--- config.mk ---
export PLATFORM = sky130hd
export DESIGN_NAME = aprd_top
export DESIGN_NICKNAME = d
export VERILOG_FILES = /design/src/core/aprd_pkg.sv /design/src/core/aprd_edge_sync.sv /design/src/core/aprd_rate_classify.sv /design/src/core/aprd_top.sv
export SDC_FILE = /design/constraint.sdc
export NUM_CORES = 2
export LEC_CHECK = 0
export BUFFER_PORTS_ARGS = -buffer_cell sky130_fd_sc_hd__buf_2
export CAP_MARGIN = 40
export CORE_UTILIZATION = 53
export CTS_CLUSTER_DIAMETER = 40
export CTS_CLUSTER_SIZE = 40
export DETAILED_ROUTE_END_ITERATION = 10
export MAX_ROUTING_LAYER = met4
export PLACE_DENSITY = 0.76
export SYNTH_ARGS = -nofsm -noshare
export SYNTH_HDL_FRONTEND = slang
export SYNTH_SLANG_ARGS = --single-unit
export TNS_END_PERCENT = 20
--- constraint.sdc ---
create_clock -name ref_clk -period 5.9 [get_ports ref_clk]
set_input_delay 0 -clock ref_clk [delete_from_list [all_inputs] [get_ports ref_clk]]
set_output_delay 0 -clock ref_clk [all_outputs]
set_load 0.1 [all_outputs]
--- src/core/aprd_pkg.sv ---
// Shared constants, register map, rate band tables and state types for the rate detector.
package aprd_pkg;

   // Core clock rate, used to turn a frame period in cycles into a rate.
   localparam int unsigned APRD_CLK_HZ = 250_000_000;
   localparam int unsigned APRD_CLK_PERIOD_NS = 4;

   // Register indices; the byte address of each is four times its index.
   localparam int APRD_IDX_LSB = 2;
   localparam int APRD_IDX_W = 8;
   localparam logic [7:0] APRD_IDX_RATE = 8'h3f;
   localparam logic [7:0] APRD_IDX_RATIO_HI = 8'h40;
   localparam logic [7:0] APRD_IDX_RATIO_LO = 8'h41;
   localparam logic [7:0] APRD_IDX_CTRL = 8'h50;
   localparam logic [7:0] APRD_IDX_DSTAT = 8'h51;

   // Field layout and widths.
   localparam int APRD_REG_W = 8;
   localparam int APRD_CODE_W = 6;
   localparam int APRD_RATE_CODE_LSB = 2;
   localparam int APRD_RATIO_W = 14;
   localparam int APRD_RATIO_LOW_W = 8;
   localparam int APRD_RATIO_HIGH_W = 6;
   localparam int APRD_CTRL_PORT_SEL_BIT = 0;
   localparam int APRD_DSTAT_RATE_VALID_BIT = 0;
   localparam int APRD_DSTAT_RATIO_VALID_BIT = 1;
   localparam int APRD_DSTAT_RATIO_SAT_BIT = 2;

   // Reset values.
   localparam logic [7:0] APRD_STATUS_RESET = 8'h00;
   localparam logic [7:0] APRD_CTRL_RESET = 8'h00;
   localparam logic [5:0] APRD_CODE_RESET = 6'h00;

   // Bus response codes.
   localparam logic [1:0] APRD_RESP_OKAY = 2'h0;
   localparam logic [1:0] APRD_RESP_DECERR = 2'h3;

   // Band codes: zero means nothing detected, 41 to 63 are never produced.
   localparam logic [5:0] APRD_CODE_NONE = 6'h00;
   localparam logic [5:0] APRD_BAND_FIRST = 6'h01;
   localparam logic [5:0] APRD_BAND_LAST = 6'h28;

   // Lower and upper edge of each band in Hz, indexed by band code.
   localparam int unsigned APRD_BAND_LO_HZ [1:40] = '{
      670320, 536256, 446880, 383040, 335160, 297920, 268128, 223440, 191520, 167580,
      148960, 134064, 111720, 95760, 83790, 74480, 67032, 55860, 47880, 41895,
      37240, 33516, 27930, 23940, 20947, 18620, 16758, 13965, 11970, 10473,
      9310, 8379, 6982, 5985, 5236, 4655, 4189, 3491, 2992, 2618};
   localparam int unsigned APRD_BAND_HI_HZ [1:40] = '{
      791040, 632832, 527360, 452022, 395520, 351573, 316416, 263680, 226011, 197760,
      175786, 158208, 131840, 113005, 98880, 87893, 79104, 65920, 56502, 49440,
      43946, 39552, 32960, 28251, 24720, 21973, 19776, 16480, 14125, 12360,
      10986, 9888, 8240, 7062, 6180, 5493, 4944, 4120, 3531, 3090};

   // Register selected by a bus address.
   typedef enum logic [5:0] {
      APRD_REG_NONE = 6'h01,
      APRD_REG_RATE = 6'h02,
      APRD_REG_RATIO_HI = 6'h04,
      APRD_REG_RATIO_LO = 6'h08,
      APRD_REG_CTRL = 6'h10,
      APRD_REG_DSTAT = 6'h20
   } aprd_reg_e;

   // Band search states.
   typedef enum logic [1:0] {
      APRD_CLS_IDLE = 2'h1,
      APRD_CLS_SCAN = 2'h2
   } aprd_cls_state_e;

endpackage

--- src/core/aprd_edge_sync.sv ---
// Two-stage synchroniser for one pin, followed by a rising-edge detector.
`timescale 1ns/1ps
module aprd_edge_sync
   import aprd_pkg::*;
(
   // Clock, reset and enable.
   input wire logic clk,
   input wire logic rst_n,
   input wire logic clk_en,
   // Asynchronous pin.
   input wire logic pin,
   // Synchronised level and its rising edge.
   output logic level,
   output logic rise
);

   logic meta;
   logic prev;

   // The first stage is read only by the second stage.
   always_ff @(posedge clk or negedge rst_n) begin
      if (!rst_n) begin
         meta <= 1'h0;
         level <= 1'h0;
         prev <= 1'h0;
      end else if (clk_en) begin
         meta <= pin;
         level <= meta;
         prev <= level;
      end
   end

   // One-cycle pulse on each rising edge of the synchronised level.
   assign rise = level & ~prev;

endmodule

--- src/core/aprd_rate_classify.sv ---
// Sequential band search that turns a frame period in cycles into a rate band code.
`timescale 1ns/1ps
module aprd_rate_classify
   import aprd_pkg::*;
#(
   parameter int PERIOD_W = 20
)
(
   // Clock, reset and enable.
   input wire logic clk,
   input wire logic rst_n,
   input wire logic clk_en,
   // Measured period and a start pulse; ignored while busy.
   input wire logic start,
   input wire logic [PERIOD_W-1:0] period,
   // Search status and result.
   output logic busy,
   output logic done,
   output logic [APRD_CODE_W-1:0] code
);

   localparam int PROD_W = PERIOD_W + 32;

   aprd_cls_state_e state;
   logic [PERIOD_W-1:0] period_q;
   logic [APRD_CODE_W-1:0] idx;
   logic [PROD_W-1:0] prod_lo;
   logic [PROD_W-1:0] prod_hi;
   logic [PROD_W-1:0] clk_hz_w;
   logic match;

   // One multiplier pair walks the bands, one per cycle, instead of forty in parallel.
   assign clk_hz_w = PROD_W'(APRD_CLK_HZ);
   assign prod_lo = PROD_W'(period_q) * PROD_W'(APRD_BAND_LO_HZ[idx]);
   assign prod_hi = PROD_W'(period_q) * PROD_W'(APRD_BAND_HI_HZ[idx]);
   // Rate is in the band when lo <= clk/period <= hi.
   assign match = (prod_lo <= clk_hz_w) && (prod_hi >= clk_hz_w);
   assign busy = (state == APRD_CLS_SCAN);

   // Neighbouring bands overlap, so the search runs from the slowest band up: the first
   // match is then the band whose nominal rate the frame is nearest to.
   // A period in no band gives code zero.
   always_ff @(posedge clk or negedge rst_n) begin
      if (!rst_n) begin
         state <= APRD_CLS_IDLE;
         period_q <= '0;
         idx <= APRD_BAND_LAST;
         done <= 1'h0;
         code <= APRD_CODE_RESET;
      end else if (clk_en) begin
         done <= 1'h0;
         case (state)
            APRD_CLS_IDLE: begin
               if (start) begin
                  period_q <= period;
                  idx <= APRD_BAND_LAST;
                  state <= APRD_CLS_SCAN;
               end
            end
            APRD_CLS_SCAN: begin
               if (match) begin
                  code <= idx;
                  done <= 1'h1;
                  state <= APRD_CLS_IDLE;
               end else if (idx == APRD_BAND_FIRST) begin
                  code <= APRD_CODE_NONE;
                  done <= 1'h1;
                  state <= APRD_CLS_IDLE;
               end else begin
                  // Step one code towards the faster bands.
                  idx <= idx - APRD_BAND_FIRST;
               end
            end
            default: begin
               state <= APRD_CLS_IDLE;
            end
         endcase
      end
   end

endmodule

--- src/core/aprd_top.sv ---
// Audio port rate and frame-to-clock ratio detector with an AXI4-Lite status interface.
//
// Notes on behaviour
// - The secondary port frame rate is shown as a six-bit band code in bits 7 to 2, and zero is never a detection.
// - A secondary frame rate from 670320 to 791040 Hz gives code 1, nominal 768000 Hz.
// - A rate above 43946 and up to 49440 Hz gives code 20, nominal 48000 Hz, and every other code is banded the same way.
// - Code 40 covers 2618 to 3090 Hz as the slowest band, and codes 41 to 63 are never reported.
// - Bits 1 and 0 of the secondary rate register always read as zero.
// - The six high bits of the frame-to-clock ratio of the selected port sit in bits 5 to 0 of the next register, with bits 7 and 6 zero.
// - Both detection registers at indices 0x3F and 0x40 reset to zero and ignore writes.
// - The low eight ratio bits sit in their own read-only register at index 0x41.
//
// The AXI4-Lite register port was chosen for this implementation.
`timescale 1ns/1ps
module aprd_top
   import aprd_pkg::*;
#(
   parameter int ADDR_W = 12,
   parameter int PERIOD_W = 20
)
(
   // Clock, reset and enable.
   input wire logic ref_clk,
   input wire logic rst_n,
   input wire logic clk_en,
   // Audio pins, asynchronous to ref_clk.
   input wire logic pri_fsync_pin,
   input wire logic sec_fsync_pin,
   input wire logic clk_src_pin,
   // AXI4-Lite write address channel.
   input wire logic [ADDR_W-1:0] s_axi_awaddr,
   input wire logic s_axi_awvalid,
   output logic s_axi_awready,
   // AXI4-Lite write data channel.
   input wire logic [31:0] s_axi_wdata,
   input wire logic [3:0] s_axi_wstrb,
   input wire logic s_axi_wvalid,
   output logic s_axi_wready,
   // AXI4-Lite write response channel.
   output logic [1:0] s_axi_bresp,
   output logic s_axi_bvalid,
   input wire logic s_axi_bready,
   // AXI4-Lite read address channel.
   input wire logic [ADDR_W-1:0] s_axi_araddr,
   input wire logic s_axi_arvalid,
   output logic s_axi_arready,
   // AXI4-Lite read data channel.
   output logic [31:0] s_axi_rdata,
   output logic [1:0] s_axi_rresp,
   output logic s_axi_rvalid,
   input wire logic s_axi_rready
);

   localparam int NUM_PINS = 3;
   localparam int PIN_PRI = 0;
   localparam int PIN_SEC = 1;
   localparam int PIN_CLK = 2;
   localparam logic [APRD_RATIO_W-1:0] RATIO_MAX = '1;
   localparam logic [PERIOD_W-1:0] PERIOD_MAX = '1;
   localparam logic [PERIOD_W-1:0] PERIOD_ONE = PERIOD_W'(1);
   localparam logic [APRD_RATIO_W-1:0] RATIO_ONE = APRD_RATIO_W'(1);

   // Reset synchroniser.
   logic rst_meta_n;
   logic rst_sync_n;
   // Pin sampling.
   logic [NUM_PINS-1:0] pin_raw;
   logic [NUM_PINS-1:0] pin_level;
   logic [NUM_PINS-1:0] pin_rise;
   // Software control and detection results.
   logic [APRD_REG_W-1:0] ctrl;
   logic [APRD_CODE_W-1:0] secondary_port_rate_code;
   logic [APRD_RATIO_W-1:0] frame_clock_ratio;
   logic rate_valid;
   logic ratio_valid;
   logic ratio_sat;
   // Secondary period measurement.
   logic [PERIOD_W-1:0] period_cnt;
   logic sec_armed;
   logic cls_start;
   logic cls_busy;
   logic cls_done;
   logic [APRD_CODE_W-1:0] cls_code;
   // Ratio measurement.
   logic port_sel;
   logic port_sel_prev;
   logic sel_rise;
   logic ratio_armed;
   logic [APRD_RATIO_W-1:0] ratio_cnt;
   // Write path holding state.
   logic aw_got;
   logic w_got;
   logic [ADDR_W-1:0] aw_addr;
   logic [31:0] w_data;
   logic [3:0] w_strb;
   aprd_reg_e wr_sel;
   aprd_reg_e rd_sel;

   // Address decode shared by the read and write paths.
   function automatic aprd_reg_e decode_addr(input logic [ADDR_W-1:0] addr);
      logic [APRD_IDX_W-1:0] idx;
      logic upper_zero;
      idx = addr[APRD_IDX_LSB +: APRD_IDX_W];
      upper_zero = (addr[ADDR_W-1:APRD_IDX_LSB+APRD_IDX_W] == '0);
      if (!upper_zero) begin
         decode_addr = APRD_REG_NONE;
      end else if (idx == APRD_IDX_RATE) begin
         decode_addr = APRD_REG_RATE;
      end else if (idx == APRD_IDX_RATIO_HI) begin
         decode_addr = APRD_REG_RATIO_HI;
      end else if (idx == APRD_IDX_RATIO_LO) begin
         decode_addr = APRD_REG_RATIO_LO;
      end else if (idx == APRD_IDX_CTRL) begin
         decode_addr = APRD_REG_CTRL;
      end else if (idx == APRD_IDX_DSTAT) begin
         decode_addr = APRD_REG_DSTAT;
      end else begin
         decode_addr = APRD_REG_NONE;
      end
   endfunction

   // Release of the asynchronous reset is retimed so all flops leave reset together.
   always_ff @(posedge ref_clk or negedge rst_n) begin
      if (!rst_n) begin
         rst_meta_n <= 1'h0;
         rst_sync_n <= 1'h0;
      end else if (clk_en) begin
         rst_meta_n <= 1'h1;
         rst_sync_n <= rst_meta_n;
      end
   end

   // Every audio pin passes two flops; the clock source must stay below half of ref_clk.
   assign pin_raw = {clk_src_pin, sec_fsync_pin, pri_fsync_pin};
   genvar gi;
   generate
      for (gi = 0; gi < NUM_PINS; gi++) begin : g_pin
         aprd_edge_sync u_sync (
            .clk(ref_clk),
            .rst_n(rst_sync_n),
            .clk_en(clk_en),
            .pin(pin_raw[gi]),
            .level(pin_level[gi]),
            .rise(pin_rise[gi])
         );
      end
   endgenerate

   // Cycles between secondary frame edges; the first edge only arms the counter.
   always_ff @(posedge ref_clk or negedge rst_sync_n) begin
      if (!rst_sync_n) begin
         period_cnt <= '0;
         sec_armed <= 1'h0;
      end else if (clk_en) begin
         if (pin_rise[PIN_SEC]) begin
            period_cnt <= PERIOD_ONE;
            sec_armed <= 1'h1;
         end else if (period_cnt != PERIOD_MAX) begin
            period_cnt <= period_cnt + PERIOD_ONE;
         end
      end
   end

   // A new search starts per frame; frames arriving mid-search are skipped, not queued.
   assign cls_start = pin_rise[PIN_SEC] && sec_armed && !cls_busy;

   aprd_rate_classify #(
      .PERIOD_W(PERIOD_W)
   ) u_classify (
      .clk(ref_clk),
      .rst_n(rst_sync_n),
      .clk_en(clk_en),
      .start(cls_start),
      .period(period_cnt),
      .busy(cls_busy),
      .done(cls_done),
      .code(cls_code)
   );

   // The reported code moves only when a search completes.
   always_ff @(posedge ref_clk or negedge rst_sync_n) begin
      if (!rst_sync_n) begin
         secondary_port_rate_code <= APRD_CODE_RESET;
         rate_valid <= 1'h0;
      end else if (clk_en && cls_done) begin
         secondary_port_rate_code <= cls_code;
         rate_valid <= (cls_code != APRD_CODE_NONE);
      end
   end

   // Port for the ratio count, chosen by software: zero primary, one secondary.
   assign port_sel = ctrl[APRD_CTRL_PORT_SEL_BIT];
   assign sel_rise = port_sel ? pin_rise[PIN_SEC] : pin_rise[PIN_PRI];

   // Clock source edges per frame of the selected port, saturating at the field width.
   always_ff @(posedge ref_clk or negedge rst_sync_n) begin
      if (!rst_sync_n) begin
         port_sel_prev <= 1'h0;
         ratio_armed <= 1'h0;
         ratio_cnt <= '0;
         frame_clock_ratio <= '0;
         ratio_valid <= 1'h0;
         ratio_sat <= 1'h0;
      end else if (clk_en) begin
         port_sel_prev <= port_sel;
         if (port_sel != port_sel_prev) begin
            // A switch of port discards the partial frame rather than mixing two ports.
            ratio_armed <= 1'h0;
            ratio_cnt <= '0;
         end else if (sel_rise) begin
            ratio_armed <= 1'h1;
            ratio_cnt <= pin_rise[PIN_CLK] ? RATIO_ONE : '0;
            if (ratio_armed) begin
               frame_clock_ratio <= ratio_cnt;
               ratio_valid <= 1'h1;
               ratio_sat <= (ratio_cnt == RATIO_MAX);
            end
         end else if (pin_rise[PIN_CLK] && ratio_armed && ratio_cnt != RATIO_MAX) begin
            ratio_cnt <= ratio_cnt + RATIO_ONE;
         end
      end
   end

   assign wr_sel = decode_addr(aw_addr);
   assign rd_sel = decode_addr(s_axi_araddr);

   // Write address and data are taken in either order and held until the response.
   always_ff @(posedge ref_clk or negedge rst_sync_n) begin
      if (!rst_sync_n) begin
         s_axi_awready <= 1'h0;
         s_axi_wready <= 1'h0;
         aw_got <= 1'h0;
         w_got <= 1'h0;
         aw_addr <= '0;
         w_data <= '0;
         w_strb <= '0;
      end else if (clk_en) begin
         if (s_axi_awvalid && s_axi_awready) begin
            s_axi_awready <= 1'h0;
            aw_got <= 1'h1;
            aw_addr <= s_axi_awaddr;
         end else if (!aw_got && !s_axi_bvalid) begin
            s_axi_awready <= 1'h1;
         end
         if (s_axi_wvalid && s_axi_wready) begin
            s_axi_wready <= 1'h0;
            w_got <= 1'h1;
            w_data <= s_axi_wdata;
            w_strb <= s_axi_wstrb;
         end else if (!w_got && !s_axi_bvalid) begin
            s_axi_wready <= 1'h1;
         end
         if (s_axi_bvalid && s_axi_bready) begin
            aw_got <= 1'h0;
            w_got <= 1'h0;
         end
      end
   end

   // Response once both halves are held; status registers accept writes with no effect.
   always_ff @(posedge ref_clk or negedge rst_sync_n) begin
      if (!rst_sync_n) begin
         s_axi_bvalid <= 1'h0;
         s_axi_bresp <= APRD_RESP_OKAY;
         ctrl <= APRD_CTRL_RESET;
      end else if (clk_en) begin
         if (s_axi_bvalid && s_axi_bready) begin
            s_axi_bvalid <= 1'h0;
         end else if (aw_got && w_got && !s_axi_bvalid) begin
            s_axi_bvalid <= 1'h1;
            s_axi_bresp <= (wr_sel == APRD_REG_NONE) ? APRD_RESP_DECERR : APRD_RESP_OKAY;
            if (wr_sel == APRD_REG_CTRL && w_strb[0]) begin
               // Only the port select bit is stored; the rest reads as zero.
               ctrl <= APRD_CTRL_RESET;
               ctrl[APRD_CTRL_PORT_SEL_BIT] <= w_data[APRD_CTRL_PORT_SEL_BIT];
            end
         end
      end
   end

   // Reads return the selected register in the low byte and have no side effect.
   always_ff @(posedge ref_clk or negedge rst_sync_n) begin
      if (!rst_sync_n) begin
         s_axi_arready <= 1'h0;
         s_axi_rvalid <= 1'h0;
         s_axi_rdata <= '0;
         s_axi_rresp <= APRD_RESP_OKAY;
      end else if (clk_en) begin
         if (s_axi_arvalid && s_axi_arready) begin
            s_axi_arready <= 1'h0;
            s_axi_rvalid <= 1'h1;
            s_axi_rresp <= APRD_RESP_OKAY;
            s_axi_rdata <= '0;
            if (rd_sel == APRD_REG_RATE) begin
               // Low two bits stay zero.
               s_axi_rdata[APRD_RATE_CODE_LSB +: APRD_CODE_W] <= secondary_port_rate_code;
            end else if (rd_sel == APRD_REG_RATIO_HI) begin
               // Bits 7 and 6 stay zero.
               s_axi_rdata[APRD_RATIO_HIGH_W-1:0] <=
                  frame_clock_ratio[APRD_RATIO_W-1:APRD_RATIO_LOW_W];
            end else if (rd_sel == APRD_REG_RATIO_LO) begin
               s_axi_rdata[APRD_RATIO_LOW_W-1:0] <=
                  frame_clock_ratio[APRD_RATIO_LOW_W-1:0];
            end else if (rd_sel == APRD_REG_CTRL) begin
               s_axi_rdata[APRD_REG_W-1:0] <= ctrl;
            end else if (rd_sel == APRD_REG_DSTAT) begin
               s_axi_rdata[APRD_DSTAT_RATE_VALID_BIT] <= rate_valid;
               s_axi_rdata[APRD_DSTAT_RATIO_VALID_BIT] <= ratio_valid;
               s_axi_rdata[APRD_DSTAT_RATIO_SAT_BIT] <= ratio_sat;
            end else begin
               s_axi_rresp <= APRD_RESP_DECERR;
            end
         end else if (s_axi_rvalid && s_axi_rready) begin
            s_axi_rvalid <= 1'h0;
            s_axi_arready <= 1'h1;
         end else if (!s_axi_rvalid) begin
            s_axi_arready <= 1'h1;
         end
      end
   end

   // Unused level outputs of the synchronisers are kept for debug probing.
   logic unused_levels;
   assign unused_levels = ^pin_level;

endmodule

==> summary.txt <==
worst skew pair latency -> 0.42 ns
largest net degree at the start of global routing -> 66
Leakage -> 23.53 nW
routed length per placed instance -> 19.53 um
met2 wire length -> 53320 um
root buffer cell -> clkbuf_16
RD Place Congestion -> 1.031
Reg2Reg Depth -> 39
Startpoint Class -> register
status -> complete, but fails checks
Slew Viols, Final -> 0
share of cells above drive strength 1 -> 0.2466
full die area -> 69960 um^2
CTS tree -> done
WL met3 -> 8048 um
Vias/cell -> 5.608
initial DRC count -> 2340
CP endpoint kind -> register
Post-Route WL -> 111800 um
IO Count -> 112
top_reg_cell synth -> dfrtp_1
initial antenna violation count -> 2
via count of the first global-routing pass -> 33674
critical path arrival -> 9.43 ns
post-route setup TNS -> -47.11 ns
Post-Syn Area -> 36520 um^2
Crit-path slowest cell -> fa_2
Rel. slew slack -> 0.4353
first-pass GRT wire length -> 178700 um
post-route minimum period -> 9.124 ns
clock tree sinks -> 136
worst slack at placement -> -3.742 ns
Final Setup Violations -> 15
Util after Layout -> 0.6760
Max IR drop VDD -> 0.0004189 V
Worst Max-Slew Pin Slew -> 0.8471 ns
Critical Path Max Stage Delay -> 0.55 ns
Highest Signal Layer -> met4
Seq/Total Area, Yosys -> 0.09329
average cell area after synthesis -> 8.606 um^2
Post-Layout Cell Count -> 5724
count of flip-flops with a built-in enable after synthesis -> 0
# rows -> 95
Num CTS Buffers -> 17
fmax -> 0.1096 GHz
Area Growth Syn to Fin -> 25.18%
HPWL Detailed -> 89380 um
share of the synthesized area in the top cell type -> 0.3530
setup ws final -> -3.224 ns
clock buffer depth -> 2
DR pass1 iterations -> 6
PortBufs -> 49
power per cell area -> 270.9 nW/um^2
dpl cell area -> 42660 um^2
Yosys top cell by area -> fa_1
Final nets -> 5894
commonest non-fill, non-tap cell in the layout -> inv_1
gr usage total -> 0.3322
H-tree depth -> 4
Via Count -> 32101
clock skew -> 0.01348 ns
initial core utilization -> 0.5400
met1 wire length -> 47000 um
CP dominant cell by count -> fa_1
FF+latch count, synth -> 136
Setup Crit Path Kind -> reg2reg
Fin. Hold Viols -> 0
Worst Path Max Fanout -> 7
Synth warnings -> 0
Post-DRT Antenna Nets -> 0
commonest cells after routing, fill and taps aside -> inv_1 (722), buf_4 (671), fa_1 (633)
Clock Pin Slew Worst Setup and Hold Paths -> 0.07 ns
fin area -> 45720 um^2
grt ovf -> 0
cell count after synthesis -> 4244
DP Cell Count -> 5595
Async SR Flop Fraction -> 1.000
Unique masters post-synth -> 101
RSZ-0062 raised after global routing -> true
Die Height -> 264.5 um
DRC Markers -> 0
Max-cap violations -> 0
top cells by area, synth -> fa_1 (35%), ha_1 (12%), dfrtp_1 (9.1%)
Hold WC Path Type -> in2reg
failing checks -> setup timing
Hold Crit Depth -> 3
WP data required -> 6.21 ns
die width -> 264.5 um
period utilisation layout -> 1.546
core region area -> 67630 um^2
-- worst max-delay path: cells and delay by family (launching register included) --
family	cells	cell delay [ns]
flops	1	0.42
buf+inv	14	1.76
simple gates	9	1.50
mux	1	0.20
compound gates	6	1.07
fa+ha+maj	9	4.06
-- per-stage QoR --
stage / hold slack (ns) / power, W
after detailed placement: -0.2114 / 0.009980
after CTS: 0.01257 / 0.01175
after floorplan: -0.2956 / 0.006098
after global routing: 0.09974 / 0.01324
final: 0.01500 / 0.01239
after global placement: -0.2137 / 0.009872
-- state kept, by name (all words and copies together), names as in the netlist, 3 cells and up --
name,flops
secondary_port_rate_code,6
g_pin.u_sync.level,3
u_classify.period_q,20
s_axi_rdata,8
u_classify.code,6
frame_clock_ratio,14
g_pin.u_sync.meta,3
g_pin.u_sync.prev,3
ratio_cnt,14
u_classify.idx,6
aw_addr,10
period_cnt,20
-- worst paths after layout --
path                              startpoint           endpoint  slack (ns)
max reg2reg                u_classify.idx[0]    u_classify.done       -3.22
min in group asynchronous         rst_sync_n       s_axi_bvalid        0.29
max                        u_classify.idx[0]    u_classify.done       -3.22
min reg2reg                       rst_sync_n       s_axi_bvalid        0.29
min                          s_axi_araddr[2]     s_axi_rdata[1]        0.02
max in group asynchronous         rst_sync_n  u_classify.idx[0]        4.40
-- synth_stat cells (26+ instances only) --
cell	instances
a211oi_1	27
a21o_1	36
a21oi_1	132
and2_1	396
buf_4	26
clkbuf_1	228
dfrtp_1	133
fa_1	644
ha_1	342
inv_1	737
mux2_2	40
nand2_1	582
nand3_1	55
nand4_1	47
nor2_1	147
nor2b_1	43
nor3_1	44
o211ai_1	28
o21ai_0	138
xnor2_1	36
xor2_1	32
-- power breakdown --
group | internal, W | switching (W) | total, W
Clock | 0.000565 | 0.000455 | 0.00102
Combinational | 0.00442 | 0.00562 | 0.0100
Sequential | 0.00113 | 0.000199 | 0.00133
Total | 0.00611 | 0.00628 | 0.0124
-- layout make-up --
type / instances / area, um^2
multi-input cells: 3116 / 30980
fillers: 5331 / 21920
repair buffers: 829 / 6883
flip-flops and latches: 136 / 3415
inverters: 737 / 2779
well taps: 873 / 1092
clock buffers: 18 / 439.2
clock inverters: 14 / 125.1
diodes: 1 / 2.502
-- what timing repair did --
| item | CTS | global route |
|---|---|---|
| endpoints found under the hold margin | 22 | 0 |
| cloned | 1 | 0 |
| hold buffers | 20 | 0 |
| buffers inserted | 54 | 26 |
| pin swaps | 98 | 124 |
| resized for setup | 200 | 164 |
| endpoints found under the setup margin | 15 | 15 |
-- cells by family after synthesis --
group,share of synthesized area
buffers and inverters,0.1089
adder cells (fa/ha/maj),0.4702
XOR/XNOR,0.01631
other,0.0001027
flip-flops,0.09329
AO/OA/AOI/OAI,0.1032
AND/OR/NAND/NOR,0.1927
multiplexers,0.01542
-- per-layer routing --
layer | global-route usage | up-vias
met1 | 0.4482 | 16027
met4 | 0.09035 | 0
met5 | - | -
met3 | 0.03837 | 250
met2 | 0.5323 | 1321
li1 | - | 14503
Note: power is estimated with default switching activity, not from simulation.
